==> src/tps_pkg.sv <==
// constants and types shared by the transmit pulse shaper
`default_nettype none
package tps_pkg;
   // register offsets
   localparam logic [7:0] TPS_OFS_TEMPLATE = 8'h06;
   localparam logic [7:0] TPS_OFS_SCALE    = 8'h07;
   localparam logic [7:0] TPS_OFS_ACCESS   = 8'h08;
   localparam logic [7:0] TPS_OFS_SAMPLE   = 8'h09;
   localparam logic [7:0] TPS_OFS_INT_MASK = 8'h15;
   localparam logic [7:0] TPS_OFS_INT_STAT = 8'h1a;
   // field positions
   localparam int TPS_ACC_SUB_LSB  = 0;
   localparam int TPS_ACC_UI_LSB   = 4;
   localparam int TPS_ACC_DIR_BIT  = 6;
   localparam int TPS_ACC_TRIG_BIT = 7;
   localparam int TPS_OVF_BIT      = 0;
   // reset values
   localparam logic [3:0] TPS_RST_TEMPLATE = 4'h0;
   localparam logic [5:0] TPS_RST_SCALE    = 6'h21;
   // scaling: amplitude * scale * 31 / 1024, about 1/33 per step
   localparam logic [23:0] TPS_SCALE_RECIP = 24'h00_001f;
   localparam int          TPS_SCALE_SHIFT = 10;
   // template select codes
   localparam logic [3:0] TPS_T_E1_75   = 4'h0;
   localparam logic [3:0] TPS_T_E1_120  = 4'h1;
   localparam logic [3:0] TPS_T_T1_LO   = 4'h2;
   localparam logic [3:0] TPS_T_T1_HI   = 4'h6;
   localparam logic [3:0] TPS_T_LBO_LO  = 4'h8;
   localparam logic [1:0] TPS_T_RAM_TOP = 2'h3;
   // sizes
   localparam int TPS_SUBPHASES = 16;
   localparam int TPS_INTERVALS = 4;
   localparam int TPS_RAM_DEPTH = 64;
   localparam int TPS_FIFO_DEPTH = 32;
   localparam logic [5:0] TPS_AMP_MAX = 6'h3f;
   // e1 templates
   localparam logic [3:0] TPS_E1_EDGE_PH = 4'h3;
   localparam logic [3:0] TPS_E1_LVL_LO  = 4'h4;
   localparam logic [3:0] TPS_E1_LVL_HI  = 4'hb;
   localparam logic [6:0] TPS_E1_75_EDGE  = 7'h0c;
   localparam logic [6:0] TPS_E1_75_LVL   = 7'h30;
   localparam logic [6:0] TPS_E1_120_EDGE = 7'h0f;
   localparam logic [6:0] TPS_E1_120_LVL  = 7'h3c;
   // t1 templates: entries 0..15 first interval, 16..18 second interval
   localparam logic [4:0] TPS_TAIL_BASE = 5'h10;
   localparam logic [3:0] TPS_TAIL_LEN  = 4'h3;
   localparam logic [4:0][18:0][6:0] TPS_ROM_T1 = {
      {7'h41, 7'h42, 7'h43, 7'h44, 7'h47, 7'h49, 7'h4f, 7'h57, 7'h5e, 7'h5f,
       7'h29, 7'h2c, 7'h2d, 7'h2e, 7'h2f, 7'h33, 7'h38, 7'h3f, 7'h20},
      {7'h41, 7'h42, 7'h43, 7'h44, 7'h46, 7'h48, 7'h4c, 7'h53, 7'h58, 7'h58,
       7'h28, 7'h2a, 7'h2c, 7'h2d, 7'h2e, 7'h2f, 7'h35, 7'h3b, 7'h20},
      {7'h41, 7'h42, 7'h43, 7'h44, 7'h46, 7'h48, 7'h4b, 7'h50, 7'h53, 7'h57,
       7'h25, 7'h28, 7'h29, 7'h2a, 7'h2b, 7'h2c, 7'h2f, 7'h34, 7'h1f},
      {7'h41, 7'h42, 7'h43, 7'h44, 7'h46, 7'h48, 7'h4a, 7'h4d, 7'h4f, 7'h50,
       7'h25, 7'h26, 7'h27, 7'h28, 7'h29, 7'h2a, 7'h2c, 7'h2e, 7'h1b},
      {7'h00, 7'h41, 7'h42, 7'h43, 7'h44, 7'h45, 7'h47, 7'h49, 7'h4a, 7'h4a,
       7'h23, 7'h24, 7'h25, 7'h25, 7'h25, 7'h26, 7'h27, 7'h27, 7'h17}};
   // line attenuation gains, out of 64, for 0 / -7.5 / -15 / -22.5 dB
   localparam logic [3:0][6:0] TPS_LBO_GAIN = {7'h05, 7'h0b, 7'h1b, 7'h40};
   localparam int TPS_LBO_SHIFT = 6;
   // one encoded line symbol
   typedef struct packed {
      logic mark;
      logic negative;
   } tps_mark_t;
endpackage
`default_nettype wire

==> src/tps_shaper.sv <==
// transmit pulse shaper: symbol fifo and shaper top
// What this block does
// software picks 0000 for E1 75 ohm, 0001 for 120 ohm, internal match
// software picks 0001 for both E1 cables with external matching
// five T1 short-haul presets chosen by the template select field
// four line attenuation grades 0, -7.5, -15, -22.5 dB by template select
// template select 11xx shapes pulses from the user waveform RAM
// a pulse spans four unit intervals, RAM interval index two bits
// sixteen sub-phase samples per interval, four-bit sub-phase index
// samples are 7-bit sign-magnitude, +63 to -63
// waveform RAM holds 64 entries, one per interval and sub-phase
// eleven standard templates held in ROM
// direction 0 writes sample value into RAM, 1 reads it back
// trigger bit performs the access at the current indices
// software sets indices, data, direction, then trigger, per entry
// in RAM mode each amplitude scale step scales output by fixed percent
// overlapping pulses beyond full scale latch the overflow flag
// overflow interrupt raised only when its mask bit enables it
// presets and attenuation grades ignore amplitude scaling
// amplitude scale resets to 100001, about 3 percent per step
// E1 75 ohm: 0001100 at sample 4, 0110000 at samples 5-12
// E1 120 ohm: 0001111 at sample 4, 0111100 at samples 5-12
// hardware control mode takes the template from four select pins
// transmit clock is 2.048 MHz for E1, 1.544 MHz for T1/J1
// marks output the template, sign inverted if negative, tails summed
`default_nettype none

module tps_fifo
   import tps_pkg::*;
#(
   parameter int WIDTH = 2,
   parameter int DEPTH = 32
) (
   // clock and reset
   input  wire logic             clk,
   input  wire logic             rst,
   // fill side
   input  wire logic             in_valid,
   output logic                  in_ready,
   input  wire logic [WIDTH-1:0] in_data,
   // drain side
   output logic                  out_valid,
   input  wire logic             out_ready,
   output logic      [WIDTH-1:0] out_data
);
   localparam int AW = $clog2(DEPTH);

   logic [WIDTH-1:0] mem [DEPTH];
   logic [AW:0]      wr_ptr;
   logic [AW:0]      rd_ptr;
   logic [AW:0]      next_wr_ptr;
   logic [AW:0]      next_rd_ptr;
   wire              empty = wr_ptr == rd_ptr;
   wire              full  = (wr_ptr[AW] != rd_ptr[AW]) && (wr_ptr[AW-1:0] == rd_ptr[AW-1:0]);
   wire              push  = in_valid && in_ready;
   wire              pop   = out_valid && out_ready;

   assign in_ready    = !full;
   assign out_valid   = !empty;
   assign out_data    = mem[rd_ptr[AW-1:0]];
   assign next_wr_ptr = push ? wr_ptr + 1'b1 : wr_ptr;
   assign next_rd_ptr = pop ? rd_ptr + 1'b1 : rd_ptr;

   always_ff @(posedge clk) begin
      if (rst) begin
         wr_ptr <= '0;
         rd_ptr <= '0;
      end else begin
         wr_ptr <= next_wr_ptr;
         rd_ptr <= next_rd_ptr;
      end
   end

   always_ff @(posedge clk) begin
      if (push) begin
         mem[wr_ptr[AW-1:0]] <= in_data;
      end
   end
endmodule

module tps_shaper
   import tps_pkg::*;
(
   // clock and reset
   input  wire logic       SYS_CLK,
   input  wire logic       RESET,
   // register port
   input  wire logic [7:0] REG_ADDR,
   input  wire logic       REG_WR,
   input  wire logic       REG_RD,
   input  wire logic [7:0] REG_WDATA,
   output logic      [7:0] REG_RDATA,
   // hardware control
   input  wire logic       HW_MODE,
   input  wire logic [3:0] TEMPLATE_PINS,
   // encoded symbol stream
   input  wire tps_mark_t  MARK_DATA,
   input  wire logic       MARK_VALID,
   output logic            MARK_READY,
   // line driver dac
   output logic      [6:0] DAC_SAMPLE,
   output logic            DAC_UI_START,
   // interrupt
   output logic            INT_OUT
);
   // rom lookup for preset and attenuation templates
   function automatic logic [6:0] rom_value(input logic [3:0] tsel,
                                            input logic [1:0] ui,
                                            input logic [3:0] ph);
      logic [18:0][6:0] tab;
      logic [4:0]       idx;
      logic             hit;
      logic [12:0]      att;
      tab = TPS_ROM_T1[0];
      idx = {1'b0, ph};
      hit = 1'b0;
      att = '0;
      rom_value = '0;
      if (tsel == TPS_T_E1_75 || tsel == TPS_T_E1_120) begin
         if (ui == 2'h0 && ph == TPS_E1_EDGE_PH) begin
            rom_value = (tsel == TPS_T_E1_75) ? TPS_E1_75_EDGE : TPS_E1_120_EDGE;
         end else if (ui == 2'h0 && ph >= TPS_E1_LVL_LO && ph <= TPS_E1_LVL_HI) begin
            rom_value = (tsel == TPS_T_E1_75) ? TPS_E1_75_LVL : TPS_E1_120_LVL;
         end
      end else begin
         if (tsel >= TPS_T_T1_LO && tsel <= TPS_T_T1_HI) begin
            tab = TPS_ROM_T1[3'(tsel - TPS_T_T1_LO)];
         end
         if (ui == 2'h0) begin
            hit = 1'b1;
         end else if (ui == 2'h1 && ph < TPS_TAIL_LEN) begin
            idx = TPS_TAIL_BASE + {1'b0, ph};
            hit = 1'b1;
         end
         if (hit) begin
            rom_value = tab[idx];
         end
         if (tsel >= TPS_T_LBO_LO) begin
            att = 13'(rom_value[5:0]) * 13'(TPS_LBO_GAIN[tsel[1:0]]);
            rom_value = {rom_value[6], att[TPS_LBO_SHIFT +: 6]};
         end
      end
   endfunction

   // registers
   logic [3:0] template_select;
   logic [5:0] amplitude_scale;
   logic [1:0] interval_index;
   logic [3:0] subphase_index;
   logic       access_dir;
   logic       access_pending;
   logic [6:0] sample_value;
   logic       dac_overflow_mask;
   logic       dac_overflow_flag;
   logic [6:0] wave_ram [TPS_RAM_DEPTH];

   // register decode
   wire        wr_template = REG_WR && REG_ADDR == TPS_OFS_TEMPLATE;
   wire        wr_scale    = REG_WR && REG_ADDR == TPS_OFS_SCALE;
   wire        wr_access   = REG_WR && REG_ADDR == TPS_OFS_ACCESS;
   wire        wr_sample   = REG_WR && REG_ADDR == TPS_OFS_SAMPLE;
   wire        wr_mask     = REG_WR && REG_ADDR == TPS_OFS_INT_MASK;
   wire        wr_stat     = REG_WR && REG_ADDR == TPS_OFS_INT_STAT;
   wire [5:0]  ram_addr    = {interval_index, subphase_index};
   wire        ram_we      = access_pending && !access_dir;
   wire        ram_re      = access_pending && access_dir;
   wire [7:0]  access_rd   = {access_pending, access_dir, interval_index, subphase_index};

   logic [7:0] next_rdata;
   always_comb begin
      unique case (REG_ADDR)
         TPS_OFS_TEMPLATE: next_rdata = {4'h0, template_select};
         TPS_OFS_SCALE:    next_rdata = {2'h0, amplitude_scale};
         TPS_OFS_ACCESS:   next_rdata = access_rd;
         TPS_OFS_SAMPLE:   next_rdata = {1'b0, sample_value};
         TPS_OFS_INT_MASK: next_rdata = {7'h00, dac_overflow_mask};
         TPS_OFS_INT_STAT: next_rdata = {7'h00, dac_overflow_flag};
         default:          next_rdata = 8'h00;
      endcase
   end

   always_ff @(posedge SYS_CLK) begin
      if (RESET) begin
         template_select   <= TPS_RST_TEMPLATE;
         amplitude_scale   <= TPS_RST_SCALE;
         interval_index    <= '0;
         subphase_index    <= '0;
         access_dir        <= 1'b0;
         dac_overflow_mask <= 1'b0;
         REG_RDATA         <= 8'h00;
      end else begin
         if (wr_template) begin
            template_select <= REG_WDATA[3:0];
         end
         if (wr_scale) begin
            amplitude_scale <= REG_WDATA[5:0];
         end
         if (wr_access) begin
            interval_index <= REG_WDATA[TPS_ACC_UI_LSB +: 2];
            subphase_index <= REG_WDATA[TPS_ACC_SUB_LSB +: 4];
            access_dir     <= REG_WDATA[TPS_ACC_DIR_BIT];
         end
         if (wr_mask) begin
            dac_overflow_mask <= REG_WDATA[TPS_OVF_BIT];
         end
         if (REG_RD) begin
            REG_RDATA <= next_rdata;
         end
      end
   end

   // ram access runs the cycle after the trigger write
   always_ff @(posedge SYS_CLK) begin
      if (RESET) begin
         access_pending <= 1'b0;
         sample_value   <= '0;
      end else begin
         access_pending <= wr_access && REG_WDATA[TPS_ACC_TRIG_BIT];
         if (ram_re) begin
            sample_value <= wave_ram[ram_addr];
         end else if (wr_sample) begin
            sample_value <= REG_WDATA[6:0];
         end
      end
   end

   for (genvar e = 0; e < TPS_RAM_DEPTH; e++) begin : g_ram
      always_ff @(posedge SYS_CLK) begin
         if (RESET) begin
            wave_ram[e] <= '0;
         end else if (ram_we && ram_addr == 6'(e)) begin
            wave_ram[e] <= sample_value;
         end
      end
   end

   // symbol buffer
   logic      fifo_valid;
   tps_mark_t fifo_data;
   logic [3:0] phase;
   wire        ui_end = phase == 4'(TPS_SUBPHASES - 1);

   tps_fifo #(
      .WIDTH ($bits(tps_mark_t)),
      .DEPTH (TPS_FIFO_DEPTH)
   ) u_fifo (
      .clk       (SYS_CLK),
      .rst       (RESET),
      .in_valid  (MARK_VALID),
      .in_ready  (MARK_READY),
      .in_data   (MARK_DATA),
      .out_valid (fifo_valid),
      .out_ready (ui_end),
      .out_data  (fifo_data)
   );

   // symbol history: entry k started k intervals ago
   tps_mark_t hist [TPS_INTERVALS];
   tps_mark_t next_sym;
   assign next_sym = fifo_valid ? fifo_data : '0;

   always_ff @(posedge SYS_CLK) begin
      if (RESET) begin
         phase <= '0;
         for (int k = 0; k < TPS_INTERVALS; k++) begin
            hist[k] <= '0;
         end
      end else begin
         phase <= phase + 4'h1;
         if (ui_end) begin
            hist[0] <= next_sym;
            for (int k = 1; k < TPS_INTERVALS; k++) begin
               hist[k] <= hist[k-1];
            end
         end
      end
   end

   // template selection
   wire [3:0] active_tsel = HW_MODE ? TEMPLATE_PINS : template_select;
   wire       ram_mode    = active_tsel[3:2] == TPS_T_RAM_TOP;

   logic signed [9:0] contrib [TPS_INTERVALS];
   for (genvar k = 0; k < TPS_INTERVALS; k++) begin : g_tap
      wire [6:0] raw  = ram_mode ? wave_ram[{2'(k), phase}]
                                 : rom_value(active_tsel, 2'(k), phase);
      wire       neg  = raw[6] ^ hist[k].negative;
      wire [9:0] mag  = {4'h0, raw[5:0]};
      assign contrib[k] = !hist[k].mark ? 10'sd0
                        : neg ? $signed(-mag) : $signed(mag);
   end

   wire signed [9:0]  pulse_sum = contrib[0] + contrib[1] + contrib[2] + contrib[3];
   wire signed [23:0] sum_w     = 24'(pulse_sum);
   wire signed [23:0] scale_w   = $signed({18'h0_0000, amplitude_scale});
   wire signed [23:0] prod      = sum_w * scale_w * $signed(TPS_SCALE_RECIP);
   wire signed [23:0] scaled    = prod >>> TPS_SCALE_SHIFT;
   wire signed [23:0] level     = ram_mode ? scaled : sum_w;
   wire signed [23:0] amp_max   = $signed({18'h0_0000, TPS_AMP_MAX});
   wire               over_pos  = level > amp_max;
   wire               over_neg  = level < -amp_max;
   wire               overflow  = over_pos || over_neg;
   wire signed [23:0] abs_level = level[23] ? -level : level;

   logic [6:0] next_sample;
   always_comb begin
      if (over_pos) begin
         next_sample = {1'b0, TPS_AMP_MAX};
      end else if (over_neg) begin
         next_sample = {1'b1, TPS_AMP_MAX};
      end else begin
         next_sample = {level[23], abs_level[5:0]};
      end
   end

   always_ff @(posedge SYS_CLK) begin
      if (RESET) begin
         DAC_SAMPLE        <= '0;
         DAC_UI_START      <= 1'b0;
         dac_overflow_flag <= 1'b0;
      end else begin
         DAC_SAMPLE   <= next_sample;
         DAC_UI_START <= phase == 4'h0;
         if (overflow) begin
            dac_overflow_flag <= 1'b1;
         end else if (wr_stat && REG_WDATA[TPS_OVF_BIT]) begin
            dac_overflow_flag <= 1'b0;
         end
      end
   end

   assign INT_OUT = dac_overflow_flag && dac_overflow_mask;
endmodule
`default_nettype wire

==> config.mk <==
export PLATFORM = sky130hd
export DESIGN_NAME = tps_shaper
export DESIGN_NICKNAME = d
export VERILOG_FILES = /design/src/tps_pkg.sv /design/src/tps_shaper.sv
export SDC_FILE = /design/constraint.sdc
export NUM_CORES = 2
export LEC_CHECK = 0
export CAP_MARGIN = 20
export CORE_MARGIN = 2
export CORE_UTILIZATION = 45
export DETAILED_ROUTE_END_ITERATION = 10
export DONT_BUFFER_PORTS = 1
export SKIP_CTS_REPAIR_TIMING = 1
export SYNTH_ARGS = -nofsm -noshare
export SYNTH_HDL_FRONTEND = slang
export SYNTH_SLANG_ARGS = --single-unit
==> constraint.sdc <==
create_clock -name SYS_CLK -period 20.5 [get_ports SYS_CLK]
set_clock_uncertainty 0.1 [all_clocks]
set_input_delay 0 -clock SYS_CLK [delete_from_list [all_inputs] [get_ports SYS_CLK]]
set_output_delay 0 -clock SYS_CLK [all_outputs]
set_load 0.02 [all_outputs]
# After elaboration in Yosys (flattened, before gate mapping)
# Memory sizes are Yosys's and may differ from the RTL's. A register that Yosys moved wholly into a read port is not among the register bits.
# Cells that the tools add are included.
[op_classes]
addsub = 13
mul = 4
div_mod_pow = 0
magnitude_cmp = 12
eq_ne = 76
n_shift = 0
muxes = 324
n_bitwise = 72
reduce_logical = 91
[op_table]
columns = ["cell", "n"]
rows = [
  ["two-way mux 7 bit", 80],
  ["two-way mux 133 bit", 3],
  ["two-way mux 1 bit", 204],
  ["== test 6 bit (second input constant)", 32],
  ["== test 6 x 5 -> 1 bit (second input constant)", 16],
  ["logical AND 1 bit", 80],
  ["two-way mux 10 bit", 8],
  ["two-way mux 6 bit", 12],
  ["bitwise OR 1 bit", 68],
  ["== test 6 x 4 -> 1 bit (second input constant)", 8],
  ["case mux 8 bit (6 select lines)", 1],
  ["negator 6 -> 10 bit", 4],
  ["binary-select mux 7 bit (select 5 bit)", 1],
  ["adder 10 bit", 3],
  ["binary-select mux 7 bit (select 4 bit)", 1],
  ["== test 6 x 3 -> 1 bit (second input constant)", 4],
  ["greater-than comparator 24 x 7 -> 1 bit (second input constant)", 1],
  ["less-than comparator 24 x 7 -> 1 bit (second input constant)", 1],
  ["multiplier 6 x 7 -> 12 bit", 2],
  ["two-way mux 24 bit", 1],
  ["multiplier 17 x 6 -> 23 bit (second input constant)", 1],
  ["two-way mux 5 bit", 4],
  ["multiplier 10 x 7 -> 17 bit", 1],
  ["== test 8 x 3 -> 1 bit (second input constant)", 2],
  ["36 further kinds", 54],
]
[word_totals]
reg_bits = 59
latchBits = 0
mem_bits_rw = 520
mem_bits_ro = 1064
in_bits = 28
out_inout_bits = 18
wordCells = 612
n_memories = 4
[mem_list]
columns = ["name", "words", "word_bits", "rd", "rd_ports_with_merged_regs", "write_ports", "line", "source"]
rows = [
  ["(name not given)", 8, 133, 1, 0, 0, "tps_shaper.sv:127", "tab = TPS_ROM_T1[3'(tsel - TPS_T_T1_LO)];"],
  ["wave_ram", 64, 7, 5, 5, 64, "tps_shaper.sv:155", "logic [6:0] wave_ram [TPS_RAM_DEPTH];"],
  ["u_fifo.mem", 32, 2, 1, 1, 1, "tps_shaper.sv:48", "logic [WIDTH-1:0] mem [DEPTH];"],
  ["hist", 4, 2, 4, 0, 4, "tps_shaper.sv:258", "tps_mark_t hist [TPS_INTERVALS];"],
]

# Longest topological paths before layout
[depth]
word_depth = 27
ltp_mapped = 84
ltp_nobuf = 81

# Cells and area by module
# A second synthesis with hierarchy kept.
[unflattened]
hier_cells = 3256
hier_area_um2 = 39681.8
[by_module_without_submodules]
columns = ["mod", "n_inst", "cells_per_inst", "area_per_inst_um2", "seq_area_each_um2"]
rows = [
  ["tps_shaper", 1, 2989, 36145.9, 14754.2],
  ["tps_fifo", 1, 267, 3535.9, 2262.2],
]

# Worst setup path before layout
# Ideal clock, no wire load.
[synth_path]
path_kind = "register to register"
startpoint = "reg phase[3]"
endpoint = "reg DAC_SAMPLE[3]"
setup_time_ns = 0.138
arrival_time_ns = 18.492
required_time_ns = 20.262
slack_ns = 1.770
stages_incl_launch_ff = 81
path_buffers = 4
period_less_slack_ns = 18.730
path_cell_list = "dfxtp_1 inv_2 buf_1 buf_2 buf_4 ha_1 nand3_1 or2_2 o32ai_2 nand2_1 fa_1 inv_1 ha_1 inv_1 fa_1 inv_1 ha_1 nand4_1 (+45 left out) inv_1 ha_1 nand3_1 nand2_1 a41o_1 o31a_1 or2_2 buf_1 nor4_1 o21ai_0 and4bb_1 nand2_2 nand2_1 a2111o_1 ha_1 or2_4 o32ai_1 a211oi_1"
[synth_via]
elab_chain_len = 24
word_cells_on_any_way = 48
cone_classes = "add/sub (7); mul (4); order compare (5); eq/ne (1); mux (28); bitwise (2); reduce/logical (1)"
[synth_rtl]
columns = ["item", "line", "source"]
rows = [
  ["start: declaration", "tps_shaper.sv:240", "logic [3:0] phase;"],
  ["start signal: assignment", "tps_shaper.sv:269", "phase <= phase + 4'h1;"],
  ["adder 5 x 4 -> 5 bit or less-than comparator 4 x 2 -> 1 bit (tied branches)", "n/a", ""],
  ["two-way mux 5 bit", "tps_shaper.sv:131", "end else if (ui == 2'h1 && ph < TPS_TAIL_LEN) begin"],
  ["two-way mux 5 bit", "tps_shaper.sv:119", "if (tsel == TPS_T_E1_75 || tsel == TPS_T_E1_120) begin"],
  ["binary-select mux 7 bit (select 5 bit)", "tps_shaper.sv:136", "rom_value = tab[idx];"],
  ["two-way mux 7 bit (not written as such)", "tps_shaper.sv:136", ""],
  ["two-way mux 7 bit", "tps_shaper.sv:135", "if (hit) begin"],
  ["two-way mux 7 bit", "tps_shaper.sv:119", ""],
  ["multiplier 6 x 7 -> 12 bit", "tps_shaper.sv:139", "att = 13'(rom_value[5:0]) * 13'(TPS_LBO_GAIN[tsel[1:0]]);"],
  ["(+4 left out)", "n/a", ""],
  ["two-way mux 10 bit", "tps_shaper.sv:290", ": neg ? $signed(-mag) : $signed(mag);"],
  ["two-way mux 10 bit", "tps_shaper.sv:289", "assign contrib[k] = !hist[k].mark ? 10'sd0"],
  ["adder 10 bit (*) (3 in series)", "tps_shaper.sv:293", "wire signed [9:0] pulse_sum = contrib[0] + contrib[1] + contrib[2] + contrib[3];"],
  ["multiplier 10 x 7 -> 17 bit", "tps_shaper.sv:296", "wire signed [23:0] prod = sum_w * scale_w * $signed(TPS_SCALE_RECIP);"],
  ["multiplier 17 x 6 -> 23 bit", "tps_shaper.sv:296", ""],
  ["two-way mux 24 bit (*)", "tps_shaper.sv:298", "wire signed [23:0] level = ram_mode ? scaled : sum_w;"],
  ["branches (longest 3 deep; another with less-than comparator 24 x 7 -> 1 bit)", "n/a", ""],
  ["two-way mux 6 bit (*)", "tps_shaper.sv:307", "if (over_pos) begin"],
  ["end signal: assignment", "tps_shaper.sv:322", "DAC_SAMPLE <= next_sample;"],
  ["end: declaration", "tps_shaper.sv:101", "output logic [6:0] DAC_SAMPLE,"],
]
# Mark *: on every way between the ends. The select of a mux whose other input is x is not followed.
# A chain may end at the register's enable or synchronous reset.

# Final worst setup path
[layout_path]
startpoint = "reg template_select[1]"
endpoint = "reg DAC_SAMPLE[3]"
[layout_via]
elab_chain_len = 27
word_cells_on_any_way = 55
cone_classes = "add/sub (7); mul (4); order compare (5); eq/ne (1); mux (32); bitwise (2); reduce/logical (3); memory (1)"
[layout_rtl]
columns = ["item", "line", "source"]
rows = [
  ["start: declaration", "tps_shaper.sv:146", "logic [3:0] template_select;"],
  ["start signal: assignment", "tps_shaper.sv:193", "template_select <= REG_WDATA[3:0];"],
  ["two-way mux 4 bit (*)", "tps_shaper.sv:280", "wire [3:0] active_tsel = HW_MODE ? TEMPLATE_PINS : template_select;"],
  ["subtractor 3 x 2 -> 3 bit", "n/a", ""],
  ["memory read (8 x 133 bit)", "n/a", ""],
  ["two-way mux 133 bit (not written as such)", "tps_shaper.sv:127", ""],
  ["two-way mux 133 bit", "tps_shaper.sv:126", "if (tsel >= TPS_T_T1_LO && tsel <= TPS_T_T1_HI) begin"],
  ["two-way mux 133 bit", "tps_shaper.sv:119", ""],
  ["binary-select mux 7 bit (select 5 bit) or binary-select mux 7 bit (select 4 bit) (tied branches)", "tps_shaper.sv:136", ""],
  ["two-way mux 7 bit (not written as such)", "tps_shaper.sv:136", ""],
  ["(+7 left out)", "n/a", ""],
  ["two-way mux 10 bit", "tps_shaper.sv:290", ""],
  ["two-way mux 10 bit", "tps_shaper.sv:289", ""],
  ["adder 10 bit (*) (3 in series)", "tps_shaper.sv:293", ""],
  ["multiplier 10 x 7 -> 17 bit", "tps_shaper.sv:296", ""],
  ["multiplier 17 x 6 -> 23 bit", "tps_shaper.sv:296", ""],
  ["two-way mux 24 bit (*)", "tps_shaper.sv:298", ""],
  ["branches (longest 3 deep; another with less-than comparator 24 x 7 -> 1 bit)", "n/a", ""],
  ["two-way mux 6 bit (*)", "tps_shaper.sv:307", ""],
]
# Marks and branches as above.

==> out/summary.txt <==
outcome - finished with violations
violated checks - hold timing
total grt overflow - 0
number of antenna violations at the first check in global routing - 5
area grow syn2layout - 10.3%
Max Cap Viol - 0
Crit-path slowest cell - fa_1
CTS tree - built
hold slack - -40.4 ps
fin util - 50.1%
mux share of post-synthesis cell area - 18.2%
Post-Place Cells - 4,184
via count - 26,543
post-synthesis compound-gate area fraction - 6.46%
gpl congestion - 0.905
Antenna Nets Post-Route - 0
Final TNS setup - 0 ps
Diodes inserted - 0
overall power - 5.83 mW
Non-Filler Instances - 4,365
Mean Syn Cell Area - 12.6 um2
CTS Sinks - 590
Clock Latency Late Sink - 650 ps
Worst slew margin - 23.1%
design area - 43,500 um2
vias in the first global route - 26,711
Synth cell types - 110
dpl cell area - 40,600 um2
core outline area - 86,900 um2
Die Y - 300 um
commonest non-fill, non-tap cell in the layout - and2_1
Avg WL per Cell - 26.2 um
TritonRoute pass-1 iters - 5
Boundary Pins - 46
DRC viols - 0
I/O Buffers - 0
clock slew at reported path FFs - 60 ps
Post-synth top flop - edfxtp_1
Post-Syn Area - 39,500 um2
commonest non-fill, non-tap cells in the layout - and2_1, edfxtp_1, mux4_2
Max VDD drop - 0.674 mV
PwrDens - 134 nW/um2
crit-path max cell delay - 570 ps
share of post-route cells with drive strength above 1 - 17.7%
vias per inst - 6.08
row count - 108
first-pass GRT wire length - 169,000 um
Final Setup Violations - 0
largest cells by area after synthesis - edfxtp_1, mux4_2, and2_1
Synth Area in XOR/XNOR - 1.97%
adder-cell share of the synthesized area - 11.2%
Max Root-Sink Buffers - 3
min-delay worst type - in -> reg
simple logic cell fraction of the synthesized area - 15.0%
CP Data Required Time - 20,870 ps
kind of critical path - reg -> reg
GRT Overall Usage - 25.2%
HPWL after DPL - 79,900 um
worst slack, placed - 259 ps
H-tree depth - 3
final wirelength - 114,000 um
crit-path max FO - 13
Final Max Tran Viols - 0
die footprint - 90,100 um2
nets - 3,458
Fin. Hold Viols - 1
main combinational cell family by area after synthesis - multiplexers
post-synth top area cell - edfxtp_1
Syn Inst Count - 3,140
Crit. End Element - flip-flop
post-synthesis sequential area ratio - 43.1%
die width - 300 um
Tmin final - 19,450 ps
number of flops mapped to enable cells by yosys - 520
CTS root buffer - clkbuf_16
1st-iter DRT viols - 2,893
most frequent CP cell - fa_1
synth warn - 0
worst path arrival time - 19,820 ps
setup ws final - 1050 ps
top-area cell type share of the netlist area - 39.5%
CTS Buf Count - 68
Setup crit start kind - flip-flop
largest net degree at the start of global routing - 79
FMAX - 51.4 MHz
final worst-path cycle share - 94.9%
ys async rst share - 0%
Least-Margin Pin Slew - 1140 ps
initial cell density of the core - 45.5%
Seq cells post-synth - 590
static leakage - 16.4 nW
[kinds of logic after synthesis]
| group | Yosys count |
|---|---|
| XOR/XNOR | 88 |
| AND/OR/NAND/NOR | 1082 |
| adder cells (fa/ha/maj) | 275 |
| buffers and inverters | 380 |
| flip-flops | 590 |
| AO/OA/AOI/OAI | 377 |
| multiplexers | 346 |
| other | 2 |
[per-layer routing]
metal,global-route usage [%],vias to the layer above,share of wire [%]
met4,10.2,0,4.2
li1,-,11528,-
met3,3.38,219,6.7
met1,33.7,13705,40
met5,0,-,0
met2,41.7,1091,49
[worst max-delay path, delay by kind of cell (launching register included)]
family          cells  cell delay (ps)
fa+ha+maj          19             8040
compound gates     21             5000
simple gates       19             3340
xor+xnor            7             1420
mux                 2              500
buf+inv             6              480
flops               1              340
[power breakdown]
group	internal (mW)	switching [mW]
Combinational	1.40	1.82
Clock	0.715	0.519
Sequential	1.35	0.0392
[cell type report]
class | count | area, um2
Clock buffer | 86 | 1820
Clock inverter | 39 | 427
Fill cell | 7429 | 43300
Inverter | 188 | 711
Multi-Input combinational cell | 2191 | 21100
Sequential cell | 590 | 17000
Tap cell | 1155 | 1450
Timing Repair Buffer | 116 | 981
[path summary, 6_finish.rpt]
check,slack [ps],to,startpoint,depth (start not counted)
worst min register to register,380,dac_overflow_mask$_SDFFE_PP0P_,dac_overflow_mask$_SDFFE_PP0P_,2
worst max register to register,1050,DAC_SAMPLE[3]$_SDFF_PP0_,template_select[1]$_SDFFE_PP0P_,74
worst min-delay path,-40,REG_RDATA[6]$_SDFFE_PP0P_,REG_ADDR[6],6
worst max-delay path,1050,DAC_SAMPLE[3]$_SDFF_PP0_,template_select[1]$_SDFFE_PP0P_,74
[registers in the layout (all words and copies together), names as in the netlist, 2 cells and up, named ones only]
| name | cells |
|---|---|
| wave_ram | 448 |
| u_fifo.mem | 64 |
| REG_RDATA | 8 |
| hist | 8 |
| DAC_SAMPLE | 7 |
| sample_value | 7 |
| amplitude_scale | 6 |
| u_fifo.rd_ptr | 6 |
| u_fifo.wr_ptr | 6 |
| phase | 4 |
| subphase_index | 4 |
| template_select | 4 |
| interval_index | 2 |
[synth_stat cells, types with 5 or more instances]
library cell  instances
o21ai_0             112
nand2b_1             12
o31ai_1              10
xnor2_1              60
o31a_1                7
o22ai_1              10
a211o_1               5
or2_2                 6
dfxtp_1              70
buf_6                12
mux2_2                5
buf_1                22
nor2b_1              17
o21bai_1              5
edfxtp_1            520
a2111oi_0             5
nand4_1              13
a211oi_1             20
nand2_1             163
mux4_2              295
nor3_1               28
mux2i_1              42
inv_1               183
nor2_1              182
a31oi_1               7
ha_1                145
fa_1                130
buf_4                17
o211a_1               5
clkbuf_1            129
nor4_1                5
o211ai_1              8
and2_1              535
or3_1                 9
a21o_1               23
o32ai_1               6
o21a_1                8
and3_1               15
nand3_1              60
buf_2                 9
a22oi_1               8
xor2_1               27
a21oi_1              84
Power figures use the tool's default switching activity.
